--- config.mk ---
export PLATFORM = sky130hd
export DESIGN_NAME = irq_set_pending_high_bank
export DESIGN_NICKNAME = d
export VERILOG_FILES = /design/src/logic/pend_bank_pkg.sv /design/src/logic/irq_set_pending_high_bank.sv
export VERILOG_INCLUDE_DIRS = /design/src /design/src/logic
export SDC_FILE = /design/constraint.sdc
export NUM_CORES = 1
export LEC_CHECK = 0
export BUFFER_PORTS_ARGS = -buffer_cell sky130_fd_sc_hd__buf_2
export CAP_MARGIN = 5
export CORE_MARGIN = 2
export CORE_UTILIZATION = 40
export CTS_CLUSTER_SIZE = 12
export DETAILED_ROUTE_END_ITERATION = 6
export PLACE_DENSITY = 0.76
export SYNTH_ARGS = -nofsm -noshare
export SYNTH_HDL_FRONTEND = slang
export SYNTH_SLANG_ARGS = --single-unit
--- constraint.sdc ---
create_clock -name clk -period 2.2 [get_ports clk]
set_input_delay 0.22 -clock clk [delete_from_list [all_inputs] [get_ports clk]]
set_output_delay 0.22 -clock clk [all_outputs]
set_load 0.03 [all_outputs]
--- src/logic/pend_bank_map.svh ---
/*
 Register offsets, field positions and reset values of the pending bank.
 Assumes byte addresses on a 32-bit bus, one aligned word per register.
*/
`ifndef PEND_BANK_MAP_SVH
`define PEND_BANK_MAP_SVH

// ----------------------------------------------------------------
// Register byte offsets
// ----------------------------------------------------------------
`define OFF_FORCE_HI 8'h00
`define OFF_DROP_LO 8'h04
`define OFF_DROP_HI 8'h08
`define OFF_EN_HI 8'h0C
`define OFF_EN_LO 8'h10
`define OFF_EVT_STAT 8'h14
`define OFF_EVT_CLR 8'h18
`define OFF_EVT_EN 8'h1C

// ----------------------------------------------------------------
// Field positions and widths
// ----------------------------------------------------------------
`define HI_BITS 4
`define LO_BITS 32
`define HI_BASE_IRQ 96
`define EVT_BITS 4
`define EV_FORCED 0
`define EV_FORCE_IGN 1
`define EV_DROP_HELD 2
`define EV_SRC_PEND 3

// ----------------------------------------------------------------
// Reset values
// ----------------------------------------------------------------
`define RST_PEND_HI 4'h0
`define RST_PEND_LO 32'h0000_0000
`define RST_EN_HI 4'h0
`define RST_EN_LO 32'h0000_0000
`define RST_EVT 4'h0
`define RST_WORD 32'h0000_0000

`endif

--- src/logic/pend_bank_pkg.sv ---
/*
 Types shared by the pending bank.
 Assumes the map header is included before use of the widths.
*/
`default_nettype none
`include "pend_bank_map.svh"

package pend_bank_pkg;
	typedef logic [`HI_BITS-1:0] hi_vec_type;
	typedef logic [`LO_BITS-1:0] lo_vec_type;
	typedef logic [`EVT_BITS-1:0] evt_vec_type;
	typedef logic [31:0] word_type;
	typedef enum {
		SEL_FORCE_HI,
		SEL_DROP_LO,
		SEL_DROP_HI,
		SEL_EN_HI,
		SEL_EN_LO,
		SEL_EVT_STAT,
		SEL_EVT_CLR,
		SEL_EVT_EN,
		SEL_NONE
	} reg_sel_type;
endpackage

`default_nettype wire

--- src/logic/irq_set_pending_high_bank.sv ---
/*
 Pending-state bank for interrupts 0-31 and 96-99 behind a classic
 Wishbone slave, with a small event status and interrupt output.
 Assumes a single 25 MHz clock, synchronous inputs and that the
 exception logic drives the active (being serviced) flags.
*/
// Our own choices: register access over Wishbone and the placing of the registers.
`timescale 1ns/1ps
`default_nettype none
`include "pend_bank_map.svh"

module irq_set_pending_high_bank
(
	input wire logic clk,
	input wire logic rstn,
	input wire logic wb_cyc_i,
	input wire logic wb_stb_i,
	input wire logic wb_we_i,
	input wire logic [7:0] wb_adr_i,
	input wire logic [3:0] wb_sel_i,
	input wire logic [31:0] wb_dat_i,
	output logic [31:0] wb_dat_o,
	output logic wb_ack_o,
	input wire logic [`LO_BITS-1:0] src_lo,
	input wire logic [`HI_BITS-1:0] src_hi,
	input wire logic [`LO_BITS-1:0] act_lo,
	input wire logic [`HI_BITS-1:0] act_hi,
	output logic [`LO_BITS-1:0] pend_lo,
	output logic [`HI_BITS-1:0] pend_hi,
	output logic irq
);

	// ------------------------------------------------------------
	// Helpers
	// ------------------------------------------------------------
	function automatic pend_bank_pkg::reg_sel_type decode(
		input logic [7:0] adr
	);
		logic [7:0] a;
		a = {adr[7:2], 2'h0};
		if (a == `OFF_FORCE_HI)
			decode = pend_bank_pkg::SEL_FORCE_HI;
		else if (a == `OFF_DROP_LO)
			decode = pend_bank_pkg::SEL_DROP_LO;
		else if (a == `OFF_DROP_HI)
			decode = pend_bank_pkg::SEL_DROP_HI;
		else if (a == `OFF_EN_HI)
			decode = pend_bank_pkg::SEL_EN_HI;
		else if (a == `OFF_EN_LO)
			decode = pend_bank_pkg::SEL_EN_LO;
		else if (a == `OFF_EVT_STAT)
			decode = pend_bank_pkg::SEL_EVT_STAT;
		else if (a == `OFF_EVT_CLR)
			decode = pend_bank_pkg::SEL_EVT_CLR;
		else if (a == `OFF_EVT_EN)
			decode = pend_bank_pkg::SEL_EVT_EN;
		else
			decode = pend_bank_pkg::SEL_NONE;
	endfunction

	// Byte enables widened to a bit mask
	function automatic pend_bank_pkg::word_type lane_mask(
		input logic [3:0] sel
	);
		lane_mask = {{8{sel[3]}}, {8{sel[2]}}, {8{sel[1]}}, {8{sel[0]}}};
	endfunction

	// A drop only lands where the interrupt is not being serviced
	function automatic pend_bank_pkg::lo_vec_type drop_ok(
		input pend_bank_pkg::lo_vec_type drop,
		input pend_bank_pkg::lo_vec_type act
	);
		drop_ok = drop & ~act;
	endfunction

	// ------------------------------------------------------------
	// Bus decode
	// ------------------------------------------------------------
	pend_bank_pkg::reg_sel_type cur_sel;
	pend_bank_pkg::word_type wmask;
	pend_bank_pkg::word_type wdat;
	logic ack_r;
	logic ack_nxt;
	logic bus_start;
	logic wr_fire;
	pend_bank_pkg::word_type dat_r;
	pend_bank_pkg::word_type dat_nxt;

	assign cur_sel = decode(wb_adr_i);
	assign wmask = lane_mask(wb_sel_i);
	assign wdat = wb_dat_i & wmask;
	assign bus_start = wb_cyc_i & wb_stb_i & ~ack_r;
	// Writes land on the edge where the master sees ack
	assign wr_fire = wb_cyc_i & wb_stb_i & wb_we_i & ack_r;
	assign wb_ack_o = ack_r;
	assign wb_dat_o = dat_r;

	// ------------------------------------------------------------
	// Register state
	// ------------------------------------------------------------
	pend_bank_pkg::hi_vec_type pend_hi_r;
	pend_bank_pkg::hi_vec_type pend_hi_nxt;
	pend_bank_pkg::lo_vec_type pend_lo_r;
	pend_bank_pkg::lo_vec_type pend_lo_nxt;
	pend_bank_pkg::hi_vec_type en_hi_r;
	pend_bank_pkg::hi_vec_type en_hi_nxt;
	pend_bank_pkg::lo_vec_type en_lo_r;
	pend_bank_pkg::lo_vec_type en_lo_nxt;
	pend_bank_pkg::evt_vec_type evt_r;
	pend_bank_pkg::evt_vec_type evt_nxt;
	pend_bank_pkg::evt_vec_type evt_en_r;
	pend_bank_pkg::evt_vec_type evt_en_nxt;

	pend_bank_pkg::hi_vec_type force_hi;
	pend_bank_pkg::hi_vec_type drop_hi;
	pend_bank_pkg::lo_vec_type drop_lo;
	pend_bank_pkg::evt_vec_type evt_set;
	pend_bank_pkg::evt_vec_type evt_clr;

	// only bits 3-0 reach the state
	assign force_hi = (wr_fire && cur_sel == pend_bank_pkg::SEL_FORCE_HI)
		? wdat[`HI_BITS-1:0] : `RST_PEND_HI;
	assign drop_hi = (wr_fire && cur_sel == pend_bank_pkg::SEL_DROP_HI)
		? wdat[`HI_BITS-1:0] : `RST_PEND_HI;
	// drop bit n is interrupt n
	assign drop_lo = (wr_fire && cur_sel == pend_bank_pkg::SEL_DROP_LO)
		? wdat : `RST_PEND_LO;
	assign evt_clr = (wr_fire && cur_sel == pend_bank_pkg::SEL_EVT_CLR)
		? wdat[`EVT_BITS-1:0] : `RST_EVT;

	always_comb
	begin
		evt_set = `RST_EVT;
		evt_set[`EV_FORCED] = |(force_hi & en_hi_r & ~pend_hi_r);
		evt_set[`EV_FORCE_IGN] = |(force_hi & ~(en_hi_r & ~pend_hi_r));
		evt_set[`EV_DROP_HELD] = |(drop_lo & act_lo) |
			|(drop_hi & act_hi);
		evt_set[`EV_SRC_PEND] = |(src_lo & en_lo_r & ~pend_lo_r) |
			|(src_hi & en_hi_r & ~pend_hi_r);
	end

	// Pending flags: one shared flag per interrupt for both views
	always_comb
	begin
		// serviced interrupts and zero bits keep their state
		pend_lo_nxt = pend_lo_r & ~drop_ok(drop_lo, act_lo);
		// a drop of one clears the shared flag unless the interrupt is serviced
		pend_hi_nxt = pend_hi_r &
			~(drop_hi & ~act_hi);
		// force of one pends an enabled interrupt
		// disabled bits take no pend; pending ones stay
		// zero bits leave the flag alone
		pend_hi_nxt = pend_hi_nxt | (force_hi & en_hi_r);
		// Sources win over a drop in the same cycle
		pend_lo_nxt = pend_lo_nxt | (src_lo & en_lo_r);
		pend_hi_nxt = pend_hi_nxt | (src_hi & en_hi_r);
	end

	always_comb
	begin
		en_hi_nxt = en_hi_r;
		en_lo_nxt = en_lo_r;
		evt_en_nxt = evt_en_r;
		if (wr_fire && cur_sel == pend_bank_pkg::SEL_EN_HI)
			en_hi_nxt = (en_hi_r & ~wmask[`HI_BITS-1:0]) |
				wdat[`HI_BITS-1:0];
		else if (wr_fire && cur_sel == pend_bank_pkg::SEL_EN_LO)
			en_lo_nxt = (en_lo_r & ~wmask) | wdat;
		else if (wr_fire && cur_sel == pend_bank_pkg::SEL_EVT_EN)
			evt_en_nxt = (evt_en_r & ~wmask[`EVT_BITS-1:0]) |
				wdat[`EVT_BITS-1:0];
		// Set wins over clear so no event is lost
		evt_nxt = (evt_r & ~evt_clr) | evt_set;
	end

	// ------------------------------------------------------------
	// Bus answer
	// ------------------------------------------------------------
	always_comb
	begin
		ack_nxt = bus_start;
		dat_nxt = dat_r;
		if (bus_start)
		begin
			dat_nxt = `RST_WORD;
			case (cur_sel)
				pend_bank_pkg::SEL_FORCE_HI:
					dat_nxt[`HI_BITS-1:0] = pend_hi_r;
				pend_bank_pkg::SEL_DROP_LO:
					dat_nxt = pend_lo_r;
				pend_bank_pkg::SEL_DROP_HI:
					dat_nxt[`HI_BITS-1:0] = pend_hi_r;
				pend_bank_pkg::SEL_EN_HI:
					dat_nxt[`HI_BITS-1:0] = en_hi_r;
				pend_bank_pkg::SEL_EN_LO:
					dat_nxt = en_lo_r;
				pend_bank_pkg::SEL_EVT_STAT:
					dat_nxt[`EVT_BITS-1:0] = evt_r;
				pend_bank_pkg::SEL_EVT_EN:
					dat_nxt[`EVT_BITS-1:0] = evt_en_r;
				default:
					dat_nxt = `RST_WORD;
			endcase
		end
	end

	always_ff @(posedge clk)
	begin
		if (!rstn)
		begin
			ack_r <= 1'b0;
			dat_r <= `RST_WORD;
			pend_hi_r <= `RST_PEND_HI;
			pend_lo_r <= `RST_PEND_LO;
			en_hi_r <= `RST_EN_HI;
			en_lo_r <= `RST_EN_LO;
			evt_r <= `RST_EVT;
			evt_en_r <= `RST_EVT;
		end
		else
		begin
			ack_r <= ack_nxt;
			dat_r <= dat_nxt;
			pend_hi_r <= pend_hi_nxt;
			pend_lo_r <= pend_lo_nxt;
			en_hi_r <= en_hi_nxt;
			en_lo_r <= en_lo_nxt;
			evt_r <= evt_nxt;
			evt_en_r <= evt_en_nxt;
		end
	end

	assign pend_hi = pend_hi_r;
	assign pend_lo = pend_lo_r;
	assign irq = |(evt_r & evt_en_r);
endmodule

`default_nettype wire

## Word-level counts from Yosys, hierarchy flattened

Index checks and enable logic that the tools add are counted.

| operators by class | value |
|---|---|
| reduce and logical (&&, ||, !) cells | 20 |
| muxes and demuxes | 14 |
| bitwise gates (word level) | 46 |
| eq/ne operators | 19 |

Operators by type and width:

| cell | count |
|---|---|
| $and A32 B32 Y32 | 7 |
| $eq A32 B3 Y1 const B | 5 |
| $not A32 Y32 | 4 |
| $eq A32 B2 Y1 const B | 3 |
| $eq A32 B4 Y1 const B | 3 |
| $logic_not A32 Y1 | 2 |
| $or A32 B32 Y32 | 2 |
| $reduce_or A32 Y1 | 2 |
| $pmux W28 S2 | 1 |
| $and A4 B4 Y4 | 13 |
| $mux W4 | 11 |
| $eq A32 B1 Y1 const B | 1 |
| $mux W32 | 1 |
| $eq A6 B3 Y1 const B | 4 |
| $not A4 Y4 | 6 |
| $pmux W4 S6 | 1 |
| $or A4 B4 Y4 | 5 |
| $reduce_or A4 Y1 | 5 |
| $eq A6 B2 Y1 const B | 2 |
| $logic_and A1 B1 Y1 | 7 |
| $eq A6 B1 Y1 const B | 1 |
| $logic_not A6 Y1 | 1 |
| $and A1 B1 Y1 | 4 |
| $not A1 Y1 | 3 |
| 4 further kinds | 5 |

| storage, ports and cells | value |
|---|---|
| logic and storage cells | 107 |
| output and inout bits | 70 |
| input bits | 121 |
| register bits | 113 |

## Depth between registers and ports, before layout

Gate-level depths: netlist of run 1.

| logic depth | value |
|---|---|
| depth in word-level cells | 17 |
| depth in mapped cells | 7 |
| mapped depth without buffers | 5 |

## Least setup slack after synthesis of run 1

OpenSTA, ideal clock, no wires.

| timing | value |
|---|---|
| kind | reg2reg |
| start point | register ack_r, in the netlist wb_ack_o |
| end point | register evt_r[3] |
| cell stages (with the launch flop) | 8 |
| library setup time | 0.120 ns |
| required time | 2.080 ns |
| data arrival time | 1.798 ns |
| clock period less this slack | 1.917 ns |
| buffers on the path | 2 |
| setup slack | 0.283 ns |
| cell sequence | dfxtp_1 > and4_1 > clkbuf_1 > buf_2 > nand4_1 > o21ai_0 > nand4_1 > o31a_1 |

| between the ends | value |
|---|---|
| longest elaborated chain between the ends | 6 |

Ends and longest elaborated chain:

| element | line | text |
|---|---|---|
| from (decl) | irq_set_pending_high_bank.sv:82 | `logic ack_r;` |
| from (signal assigned) | irq_set_pending_high_bank.sv:222 | `ack_r <= ack_nxt;` |
| $and A1 B1 Y1 | irq_set_pending_high_bank.sv:94 | `assign wr_fire = wb_cyc_i & wb_stb_i & wb_we_i & ack_r;` |
| $logic_and A1 B1 Y1 | irq_set_pending_high_bank.sv:128 | `assign evt_clr = (wr_fire && cur_sel == pend_bank_pkg::SEL_EVT_CLR)` |
| $mux W4 (no source line) | n/a |  |
| $not A4 Y4 | irq_set_pending_high_bank.sv:173 | `evt_nxt = (evt_r & ~evt_clr) \| evt_set;` |
| $and A4 B4 Y4 | irq_set_pending_high_bank.sv:173 |  |
| $or A4 B4 Y4 | irq_set_pending_high_bank.sv:173 |  |
| to (signal assigned) | irq_set_pending_high_bank.sv:217 | `` evt_r <= `RST_EVT; `` |
| to (signal assigned) | irq_set_pending_high_bank.sv:228 | `evt_r <= evt_nxt;` |
| to (decl) | irq_set_pending_high_bank.sv:109 | `pend_bank_pkg::evt_vec_type evt_r;` |

Every way passes these cells.
A chain may end at the register's enable or synchronous reset.

==> reports/qor.csv, run 1 <==
stage;metric;value;unit
power;p_leak;3.314;nW
power;seqPwrFrac;0.403;
hold_path;min_path_type;in -> reg;
clocking;clock_path_buffers;2;
place;gp_congestion;0.9186;
sta;fmax;0.5465;GHz
power;power_density;708.5;mW/mm2
critical_path;cp_slowest_cell;nand3_1;
yosys;synth_warnings;0;
hold_path;whs_path_depth;3;
critical_path;critical_path.cell_chain;and4_1, buf_4, nand3_1, mux2i_1, nor2b_1;
yosys;synthArstFlopShare;0;
yosys;synth_area_leader_cell;dfxtp_1;
yosys;syn_nets;721;
power;p_int;3.979;mW
route;wire_per_inst;18.98;um
yosys;ys_top_cells_by_area;dfxtp_1 (40%), mux2i_1 (7.8%), nor3b_2 (6.0%), nor2b_1 (5.4%), a221oi_2 (5.3%);
final_layout;fillCellCount;1271;
yosys;synth.distinct_cells;47;
power;combPwrFrac;0.100;
final_layout;nets;908;
sta;slew_viol_final;0;
sta;fin_ws;0.3700;ns
sta;max_slew_margin;0.3570;
place;place_ws;0.1114;ns
sta;setup_viol;0;
route;vias;5465;
clocking;h-tree-depth;4;
critical_path;crit_path_end_kind;flip-flop;
sta;rsz0062_at_grt;no;
yosys;ys_seq_area_frac;0.3993;
critical_path;r2r_slack;0.37;ns
final_layout;regArea;0.002262;mm2
final_layout;drive_gt1_frac;0.3659;
sta;tns;0;ns
yosys;ys_ff_latch;113;
final_layout;area_growth;29.90;%
critical_path;crit_fanout;10;
critical_path;worstPathArrival;2.13;ns
critical_path;crit_path_max_incr_delay;0.41;ns
global_routing;gr-usage-all-layers;0.2451;
global_routing;grt_use_met1;0.3071;
hold_path;hold_path_startpoint;src_lo[21];
floorplanning;initial_utilization;0.4081;
final_layout;final_core_util;0.5302;
route;dr.pass1.iters;5;
clocking;clkSlewWorstSetupHoldPaths;0.05;ns
final_layout;diodes;0;
yosys;netlist_area;0.005665;mm2
floorplanning;core-area;0.01388;mm2
critical_path;crit_required;2.50;ns
power;power_switching;1.235;mW
clocking;root_buffer;clkbuf_16;
clocking;cts_hold_buf;0;
critical_path;crit_type;reg -> reg;
clocking;clock_latency;0.41;ns
critical_path;r2r_start;wb_ack_o$_SDFF_PN0_;
route;routed_wl;18.56;mm
yosys;synthCells;600;
yosys;synth-edff-count;0;
final_layout;multi_input_area;0.003231;mm2
clocking;cts_buffers;17;
global_routing;grt_pass1_wl;28.01;mm
global_routing;grt_antenna_before_repair;1;
global_routing;grt_max_degree;47;
route;via_per_inst;5.588;
global_routing;grtUsageMet2;0.4113;
power;vdd_drop_max;536.1;uV
route;drtIter0Drc;385;
clocking;post_cts_buffers;0;
power;p_sw_frac;0.2369;
place;port-buffer-count;188;
yosys;synth_top_area_frac;0.3993;
clocking;cts.sinks;113;
global_routing;use_met3;0.06458;
global_routing;busiest_layer;met2;
floorplanning;io_pins;191;
run_status;outcome;completed;
floorplanning;die_w;123.0;um
critical_path;setup.worst_path.start_class;flip-flop;
flow_run;maxCapViolations;0;
power;clkPwrFrac;0.497;
floorplanning;rows;43;
yosys;syn_avg_cell_area;9.442;um2
global_routing;overflow;0;
floorplanning;dieHeight;123.0;um
yosys;synth_top_flop_cell;dfxtp_1;
route;drc;0;
clocking;cts_tree;done;
critical_path;reg2reg_depth;5;
clocking;ctsResizeCount;0;
sta;final.period_utilization;0.8318;
global_routing;grt_pass1_vias;5213;
floorplanning;dieArea;0.01513;mm2
sta;period_needed;1.830;ns
sta;worstMarginPinSlew;0.9645;ns
route;ant_nets;0;
hold_path;hold_end;pend_lo[21]$_SDFF_PN0_;
place;place_hpwl;13.74;mm
sta;hold_viol_final;0;
sta;clock_skew;0.008399;ns
-- routing by layer --
metal / share of wire / vias up / wire, um
met5: 0.00070 / - / 13
met4: 0.023 / 2 / 426
met3: 0.064 / 33 / 1185
met2: 0.49 / 223 / 9006
met1: 0.43 / 2611 / 7927
li1: - / 2596 / -
-- cell type report --
cell class	instances	area share
tap	180	0.03060
clock inverter	6	0.007480
inverter	1	0.0005100
timing repair buffer	205	0.1469
clock buffer	24	0.06817
sequential	113	0.3074
multi-input combinational	449	0.4390
-- logic make-up after synthesis --
group | share of synthesized area
AO/OA/AOI/OAI | 0.2332
multiplexers | 0.07774
buffers and inverters | 0.03114
flip-flops | 0.3993
AND/OR/NAND/NOR | 0.2586
-- placed cells by master (no fill, tap or decap), types with 8 or more instances in the layout --
| cell type | count |
|---|---|
| buf_4 | 16 |
| nor3b_2 | 27 |
| o22ai_1 | 20 |
| buf_2 | 188 |
| nand4_1 | 8 |
| a21boi_0 | 31 |
| clkbuf_16 | 17 |
| a221oi_2 | 20 |
| a221oi_1 | 11 |
| nor2b_1 | 49 |
| nand3_1 | 14 |
| nand2_1 | 43 |
| o21ai_0 | 37 |
| a22oi_1 | 18 |
| nor2_1 | 40 |
| mux2i_1 | 44 |
| dfxtp_1 | 113 |
| nand2b_1 | 28 |
-- how the worst max path moves through the flow --
stage                              from  cells after the start                     end
global placement            wb_adr_i[7]                      7  pend_lo[11]$_SDFF_PN0_
floorplan           wb_ack_o$_SDFF_PN0_                      7     evt_r[3]$_SDFF_PN0_
CTS                 wb_ack_o$_SDFF_PN0_                      5               flip-flop
finish              wb_ack_o$_SDFF_PN0_                      5               flip-flop
detailed placement          wb_adr_i[7]                      7  pend_lo[11]$_SDFF_PN0_
global route        wb_ack_o$_SDFF_PN0_                      5               flip-flop
-- cell usage after synthesis (3+ instances only) --
library cell	instances
nand2b_1	28
nand2_1	43
and3_1	4
buf_6	3
a221oi_2	20
or3_1	4
o31ai_1	4
nand4_1	8
nand3_1	14
clkbuf_1	25
a222oi_1	4
a21oi_1	4
nor3b_2	27
dfxtp_1	113
nor2_1	41
nand3_2	3
mux2i_1	44
a21boi_1	3
a221oi_1	11
a22oi_1	18
o22ai_1	20
a21boi_0	31
nor2b_1	49
buf_2	9
o21ai_0	37
and2_1	3
a31o_2	3
-- worst max-delay path: cells and delay by family, from the launching register on --
kind          cells  cell delay, ns
simple gates      3            0.80
mux               1            0.29
flops             1            0.37
buf+inv           1            0.26
-- power groups by stage --
stage | Clock, mW | Sequential [mW] | Combinational (mW)
after floorplan | 0 | 2.20 | 0.227
after global placement | 0 | 2.14 | 0.516
after detailed placement | 0 | 2.14 | 0.517
after CTS | 2.62 | 2.10 | 0.520
after global routing | 2.71 | 2.10 | 0.558
final | 2.59 | 2.10 | 0.522
-- metrics by stage --
step	std cells	area [um2]	power (mW)	hold WS [ns]
after floorplan	600	5665	2.428	0.3643
after global routing	978	7360	5.370	0.08722
after CTS	978	7360	5.236	0.05987
after detailed placement	948	6803	2.657	0.4540
final	978	7360	5.215	0.07993
after global placement	948	6803	2.657	0.4504
(Power assumes the default switching activity.)
==> run 2, diff against run 1 <==
--- a/config.mk
+++ b/config.mk
@@ -6,13 +6,14 @@
 export SDC_FILE = /design/constraint.sdc
 export NUM_CORES = 1
 export LEC_CHECK = 0
+export ABC_AREA = 1
 export BUFFER_PORTS_ARGS = -buffer_cell sky130_fd_sc_hd__buf_2
 export CAP_MARGIN = 5
 export CORE_MARGIN = 2
 export CORE_UTILIZATION = 40
 export CTS_CLUSTER_SIZE = 12
 export DETAILED_ROUTE_END_ITERATION = 6
-export PLACE_DENSITY = 0.76
+export PLACE_DENSITY = 0.75
 export SYNTH_ARGS = -nofsm -noshare
 export SYNTH_HDL_FRONTEND = slang
 export SYNTH_SLANG_ARGS = --single-unit
==> constraint.sdc (replaced) <==
create_clock -name clk -period 1.9 [get_ports clk]
set_input_delay 0.19 -clock clk [delete_from_list [all_inputs] [get_ports clk]]
set_output_delay 0.19 -clock clk [all_outputs]
set_load 0.03 [all_outputs]
==> run 2 against run 1 <==
Effect of this change:
- non-clock buffer count decreased by 4
- flip-flop and latch count unchanged
- die area increased by 4.4%
- global-route usage increased by 0.92 points
- utilization decreased by 1.2 points
- sequential power increased by 16%
- highest routed layer is now met4
==> reports/qor.csv, run 2 <==
stage;metric;value;unit;change
run_status;outcome;completed;;unchanged
clocking;cts.sinks;113;;unchanged
sta;max_slew_margin;0.5925;;was 0.3570
floorplanning;dieArea;0.01579;mm2;was 0.01513 mm2
yosys;yosys.area_share.simple;0.2546;;was 0.2586
yosys;synthTopCellsByCount;nand2_1 (171), inv_1 (137), dfxtp_1 (113), o21ai_0 (93), a21oi_1 (76);;was dfxtp_1 (113), nor2b_1 (49), mux2i_1 (44), nand2_1 (43), nor2_1 (41)
yosys;muxShareOfSynthArea;0;;was 0.07774
final_layout;final_cells;1245;;was 978
route;routed_wl;20.34;mm;was 18.56 mm
route;ant_nets;0;;unchanged
power;power_switching;1.468;mW;was 1.235 mW
route;drc;0;;unchanged
yosys;synthCells;869;;was 600
floorplanning;io_pins;191;;unchanged
route;wire_per_inst;16.34;um;was 18.98 um
global_routing;overflow;0;;unchanged
sta;whs;0.04183;ns;was 0.07993 ns
yosys;synthAdderAreaFrac;0;;unchanged
sta;setup_viol;0;;unchanged
yosys;ys_ff_latch;113;;unchanged
clocking;clock_latency;0.42;ns;was 0.41 ns
yosys;synth-edff-count;0;;unchanged
power;vdd_drop_max;577.0;uV;was 536.1 uV
sta;final.period_utilization;0.8511;;was 0.8318
floorplanning;die_w;125.7;um;was 123.0 um
power;seqPwrFrac;0.418;;was 0.403
floorplanning;initial_utilization;0.4089;;was 0.4081
global_routing;grt_pass1_vias;6075;;was 5213
critical_path;worstPathArrival;1.98;ns;was 2.13 ns
power;p_leak;3.558;nW;was 3.314 nW
route;via_per_inst;5.318;;was 5.588
yosys;syn_nets;990;;was 721
final_layout;final_common_cell;buf_2;;unchanged
yosys;synth_area_leader_cell;dfxtp_1;;unchanged
place;gp_congestion;0.9382;;was 0.9186
floorplanning;dieHeight;125.7;um;was 123.0 um
yosys;ys_top_cells_by_area;dfxtp_1 (38%), nand2_1 (11%), inv_1 (8.7%), o21ai_0 (7.9%), a21oi_1 (6.4%);;was dfxtp_1 (40%), mux2i_1 (7.8%), nor3b_2 (6.0%), nor2b_1 (5.4%), a221oi_2 (5.3%)
critical_path;crit_path_end_kind;flip-flop;;unchanged
critical_path;setup.worst_path.start_class;flip-flop;;unchanged
final_layout;diodes;0;;unchanged
sta;fmax;0.6184;GHz;was 0.5465 GHz
sta;period_needed;1.617;ns;was 1.830 ns
final_layout;regArea;0.002263;mm2;was 0.002262 mm2
place;place_hpwl;14.95;mm;was 13.74 mm
power;total_power;5.805;mW;was 5.215 mW
sta;hold_viol_final;0;;unchanged
yosys;yosysMostFrequentCell;nand2_1;;was dfxtp_1
final_layout;area_growth;26.82;%;was 29.90%
clocking;clkSlewWorstSetupHoldPaths;0.05;ns;about the same
clocking;cts_tree;done;;unchanged
sta;tns;0;ns;unchanged
final_layout;layout_common_cells;buf_2 (188), nand2_1 (167), inv_1 (137), dfxtp_1 (112), o21ai_0 (93);;was buf_2 (188), dfxtp_1 (113), nor2b_1 (49), mux2i_1 (44), nand2_1 (43)
clocking;h-tree-depth;4;;unchanged
yosys;ys_seq_area_frac;0.3821;;was 0.3993
final_layout;drive_gt1_frac;0.2469;;was 0.3659
yosys;synth_top_flop_cell;dfxtp_1;;unchanged
global_routing;grt_pass1_wl;31.57;mm;was 28.01 mm
sta;rsz0062_at_grt;no;;unchanged
power;clkPwrFrac;0.488;;was 0.497
flow_run;maxCapViolations;0;;unchanged
final_layout;nets;1170;;was 908
yosys;synth_top_family_by_area;simple AND/OR/NAND/NOR gates;;unchanged
power;power_density;773.2;mW/mm2;was 708.5 mW/mm2
yosys;syn_avg_cell_area;6.813;um2;was 9.442 um2
power;combPwrFrac;0.094;;was 0.100
final_layout;multi_input_area;0.002889;mm2;was 0.003231 mm2
yosys;synth.distinct_cells;37;;was 47
global_routing;gr-usage-all-layers;0.2544;;was 0.2451
place;port-buffer-count;188;;unchanged
power;p_sw_frac;0.2528;;was 0.2369
final_layout;fillCellCount;1448;;was 1271
global_routing;grt_antenna_before_repair;0;;was 1
yosys;synth_warnings;0;;unchanged
clocking;clock_path_buffers;2;;unchanged
global_routing;grt_max_degree;59;;was 47
route;drtIter0Drc;484;;was 385
place;placedCellCount;1214;;was 948
critical_path;crit_fanout;7;;was 10
power;p_int;4.338;mW;was 3.979 mW
sta;worstMarginPinSlew;0.6105;ns;was 0.9645 ns
yosys;synth_xor_area_frac;0;;unchanged
yosys;synth_top_area_frac;0.3821;;was 0.3993
yosys;synthArstFlopShare;0;;unchanged
clocking;root_buffer;clkbuf_16;;unchanged
sta;clock_skew;0.006232;ns;was 0.008399 ns
critical_path;crit_required;2.27;ns;was 2.50 ns
yosys;netlist_area;0.005921;mm2;was 0.005665 mm2
clocking;cts_buffers;17;;unchanged
floorplanning;rows;44;;was 43
route;dr.pass1.iters;5;;unchanged
hold_path;min_path_type;in -> reg;;unchanged
clocking;cts_hold_buf;0;;unchanged
route;vias;6621;;was 5465
yosys;synth_compound_area_frac;0.2295;;was 0.2332
sta;slew_viol_final;0;;unchanged
critical_path;crit_type;reg -> reg;;unchanged
floorplanning;core-area;0.01448;mm2;was 0.01388 mm2
run 2: changes by cell type in the layout (fill, tap and decap cells not counted), sizes merged, moves of 49 or more:
cell   before  now
a21oi       4   76
inv         1  139
nand2      44  174
nor2       41   90
nor2b      49    0
o21ai      39  127
run 2: power by group through the flow:
stage	logic [mW]	registers (mW)	clock network [mW]
after floorplan	0.198	2.55	0
after CTS	0.536	2.43	2.87
final	0.544	2.43	2.83
after global routing	0.589	2.43	2.99
after global placement	0.530	2.48	0
after detailed placement	0.533	2.48	0
run 2: cells by family (layout without fill, tap and decap cells):
logic type	Yosys count	after routing
flops	113	113
buf+inv	180	372
compound gates	246	246
simple gates	330	330
run 2: path summary, 6_finish.rpt:
check                                         startpoint                  endpoint  slack [ns]  depth (start not counted)
worst min register to register  wb_dat_o[3]$_SDFFE_PN0P_  wb_dat_o[3]$_SDFFE_PN0P_        0.46                          2
worst max register to register       wb_ack_o$_SDFF_PN0_       evt_r[2]$_SDFF_PN0_        0.28                         12
worst min-delay path                          src_lo[11]    pend_lo[11]$_SDFF_PN0_        0.04                          3
worst max-delay path                 wb_ack_o$_SDFF_PN0_       evt_r[2]$_SDFF_PN0_        0.28                         12
run 2: repair_timing:
item                                    in CTS  in global routing
gates resized for setup                      1                  6
endpoints found under the setup margin      11                 25
cloned                                       0                  0
setup buffers                                0                  0
run 2: metrics by stage:
step | util | worst slack (ns) | instance area (um2)
after detailed placement | 0.4814 | -0.08904 | 6970
final | 0.5186 | 0.2829 | 7508
after global placement | 0.4814 | -0.008912 | 6970
after floorplan | - | 0.2421 | 5921
after global routing | 0.5186 | 0.06034 | 7508
after CTS | 0.5174 | -0.04868 | 7491
run 2: area by class of cell:
type / count / share of cell area
clock buffer: 25 / 0.06466
clock inverter: 6 / 0.004333
inverter: 140 / 0.07032
multi-input combinational: 576 / 0.3848
sequential: 113 / 0.3014
tap: 184 / 0.03066
timing repair buffer: 201 / 0.1438
run 2: per-layer routing:
layer | track usage | up-vias | part of all wire
met2 | 0.4089 | 337 | 0.46
met1 | 0.3267 | 3012 | 0.43
li1 | - | 3243 | -
met4 | 0.08954 | 0 | 0.019
met3 | 0.07392 | 29 | 0.092
met5 | 0 | - | 0
run 2: worst max-delay path, cell delays in order (launching register included):
cell and delay (ns):
dfxtp_2 0.36, nand2_1 0.09, inv_1 0.10, nand2_4 0.10, nor2_4 0.21, nand3_1 0.13
nor2_1 0.20, nor2_1 0.08, nand2_1 0.07, nor2_1 0.04, nand3_1 0.07, nand2_1 0.05
inv_1 0.06
==> run 3, diff against run 2 <==
--- a/config.mk
+++ b/config.mk
@@ -14,6 +14,7 @@
 export CTS_CLUSTER_SIZE = 12
 export DETAILED_ROUTE_END_ITERATION = 6
 export PLACE_DENSITY = 0.75
+export REMOVE_ABC_BUFFERS = 1
 export SYNTH_ARGS = -nofsm -noshare
 export SYNTH_HDL_FRONTEND = slang
 export SYNTH_SLANG_ARGS = --single-unit
==> run 3 against run 2 <==
Effect of this change:
- combinational power about the same
- clock power up 9.9%
- power up 4.7%
- clock-buffer cell count down 2
- first-iteration DRC count up 10%
- wire length down 0.78%
- non-clock buffer count up 5
- utilization up 0.66 points
- via count down 0.88%
- critical path type unchanged
==> reports/qor.csv, run 3 (same netlist as run 2, synthesis figures left out) <==
stage;metric;value;unit;change
run_status;outcome;completed;;unchanged
place;place_area;0.007008;mm2;was 0.006970 mm2
critical_path;reg2reg_depth;7;;was 12
place;placedCellCount;1219;;was 1214
route;drtIter0Drc;533;;was 484
sta;rsz0062_at_grt;yes;;was no
floorplanning;io_pins;191;;unchanged
clocking;clock_latency;0.42;ns;about the same
critical_path;crit_type;reg -> reg;;unchanged
sta;hold_viol_final;0;;unchanged
route;ant_nets;0;;unchanged
floorplanning;core-area;0.01448;mm2;unchanged
flow_run;maxCapViolations;0;;unchanged
sta;fmax;0.5600;GHz;was 0.6184 GHz
critical_path;crit_path_end_kind;flip-flop;;unchanged
sta;setup_viol;0;;unchanged
place;place_hpwl;15.19;mm;was 14.95 mm
final_layout;nets;1175;;was 1170
route;drc;0;;unchanged
route;routed_wl;20.18;mm;was 20.34 mm
final_layout;layout_common_cells;buf_2 (188), nand2_1 (170), inv_1 (137), dfxtp_1 (113), o21ai_0 (93);;was buf_2 (188), nand2_1 (167), inv_1 (137), dfxtp_1 (112), o21ai_0 (93)
floorplanning;rows;44;;unchanged
route;via_per_inst;5.229;;was 5.318
final_layout;fillCellCount;1485;;was 1448
global_routing;overflow;0;;unchanged
route;vias;6563;;was 6621
clocking;cts.sinks;113;;unchanged
global_routing;grt_pass1_wl;31.65;mm;was 31.57 mm
critical_path;setup.worst_path.start_class;flip-flop;;unchanged
place;port-buffer-count;188;;unchanged
power;vdd_drop_max;566.2;uV;was 577.0 uV
clocking;cts_buffers;17;;unchanged
global_routing;gr-usage-all-layers;0.2548;;was 0.2544
route;wire_per_inst;16.08;um;was 16.34 um
global_routing;grt_max_degree;41;;was 59
sta;tns;0;ns;unchanged
clocking;clock_path_buffers;2;;unchanged
clocking;root_buffer;clkbuf_16;;unchanged
power;total_power;6.081;mW;was 5.805 mW
sta;clock_skew;0.01839;ns;was 0.006232 ns
final_layout;drive_gt1_frac;0.2512;;was 0.2469
clocking;cts_tree;done;;unchanged
final_layout;final_common_cell;buf_2;;unchanged
final_layout;stdcell_area;0.007604;mm2;was 0.007508 mm2
clocking;clkSlewWorstSetupHoldPaths;0.06;ns;was 0.05 ns
final_layout;area_growth;28.42;%;was 26.82%
global_routing;grt_pass1_vias;6024;;was 6075
floorplanning;dieHeight;125.7;um;unchanged
floorplanning;dieArea;0.01579;mm2;unchanged
global_routing;grt_antenna_before_repair;4;;was 0
floorplanning;die_w;125.7;um;unchanged
hold_path;whs_path_depth;3;;unchanged
floorplanning;initial_utilization;0.4089;;unchanged
hold_path;min_path_type;in -> reg;;unchanged
sta;worstMarginPinSlew;0.6689;ns;was 0.6105 ns
sta;final.period_utilization;0.9398;;was 0.8511
sta;max_slew_margin;0.5536;;was 0.5925
critical_path;r2r_slack;0.11;ns;was 0.28 ns
power;p_leak;3.601;nW;was 3.558 nW
sta;whs;0.03156;ns;was 0.04183 ns
clocking;post_cts_buffers;0;;unchanged
sta;slew_viol_final;0;;unchanged
critical_path;crit_required;2.18;ns;was 2.27 ns
sta;period_needed;1.786;ns;was 1.617 ns
power;power_density;799.8;mW/mm2;was 773.2 mW/mm2
route;dr.pass1.iters;5;;unchanged
clocking;cts_hold_buf;0;;unchanged
critical_path;crit_fanout;16;;was 7
place;gp_congestion;0.9399;;was 0.9382
critical_path;worstPathArrival;2.06;ns;was 1.98 ns
clocking;h-tree-depth;4;;unchanged
final_layout;final_cells;1255;;was 1245
## run 3: cell count changes in the layout (fill, tap and decap cells not counted), moves of 2 or more
cell,change
buf_4,+6
clkbuf_1,-4
diode_2,+4
clkinvlp_4,+3
nand2_1,+3
nand2_2,-3
clkbuf_8,+2
## run 3: per-stage QoR
step | worst slack, ns | util
after CTS | -0.05311 | 0.5239
after global routing | -0.02916 | 0.5251
final | 0.1144 | 0.5251
after floorplan | -0.8448 | -
after global placement | 0.02250 | 0.4840
after detailed placement | -0.03803 | 0.4840
## run 3: critical path: stages (launching register included)
cell	delay (ns)
dfxtp_1	0.38
nand2_1	0.10
inv_1	0.10
nand2_4	0.10
nor2_4	0.26
nand2_1	0.37
o21ai_0	0.28
a21oi_1	0.06
## run 3: worst paths after layout
| kind | from | to |
|---|---|---|
| setup / recovery | wb_ack_o$_SDFF_PN0_ | flip-flop |
| hold reg to reg | flip-flop | flip-flop |
| setup reg to reg | wb_ack_o$_SDFF_PN0_ | flip-flop |
| hold / removal | src_lo[1] | pend_lo[1]$_SDFF_PN0_ |
## run 3: per-layer routing
layer,wire length [um],part of all wire,global-route usage,vias up
met5,0,0,0,-
met4,553,0.027,0.09542,0
met3,1660,0.082,0.06585,40
met2,8997,0.45,0.3921,293
met1,8968,0.44,0.3449,2963
li1,-,-,-,3267
## run 3: layout make-up
class / count / area (um2) / area share
inverters: 140 / 528.0 / 0.06944
diodes: 4 / 10.01 / 0.001316
clock inverters: 9 / 80.08 / 0.01053
flip-flops and latches: 113 / 2262 / 0.2975
well taps: 184 / 230.2 / 0.03028
multi-input cells: 576 / 2882 / 0.3790
clock buffers: 23 / 498.0 / 0.06549
repair buffers: 206 / 1114 / 0.1465
## run 3: power by group
group	total, mW	switching [mW]	leakage [nW]	internal, mW
clock	3.11	1.15	0.277	1.96
sequential	2.43	0.0173	0.914	2.41
combinational	0.544	0.357	2.41	0.187
total	6.08	1.53	3.60	4.56
## run 3: what timing repair did
action                                  in CTS  in global routing
hold endpoints to repair                     0                  0
gates resized for setup                      0                  2
gates cloned                                 0                  0
endpoints found under the setup margin      17                 32
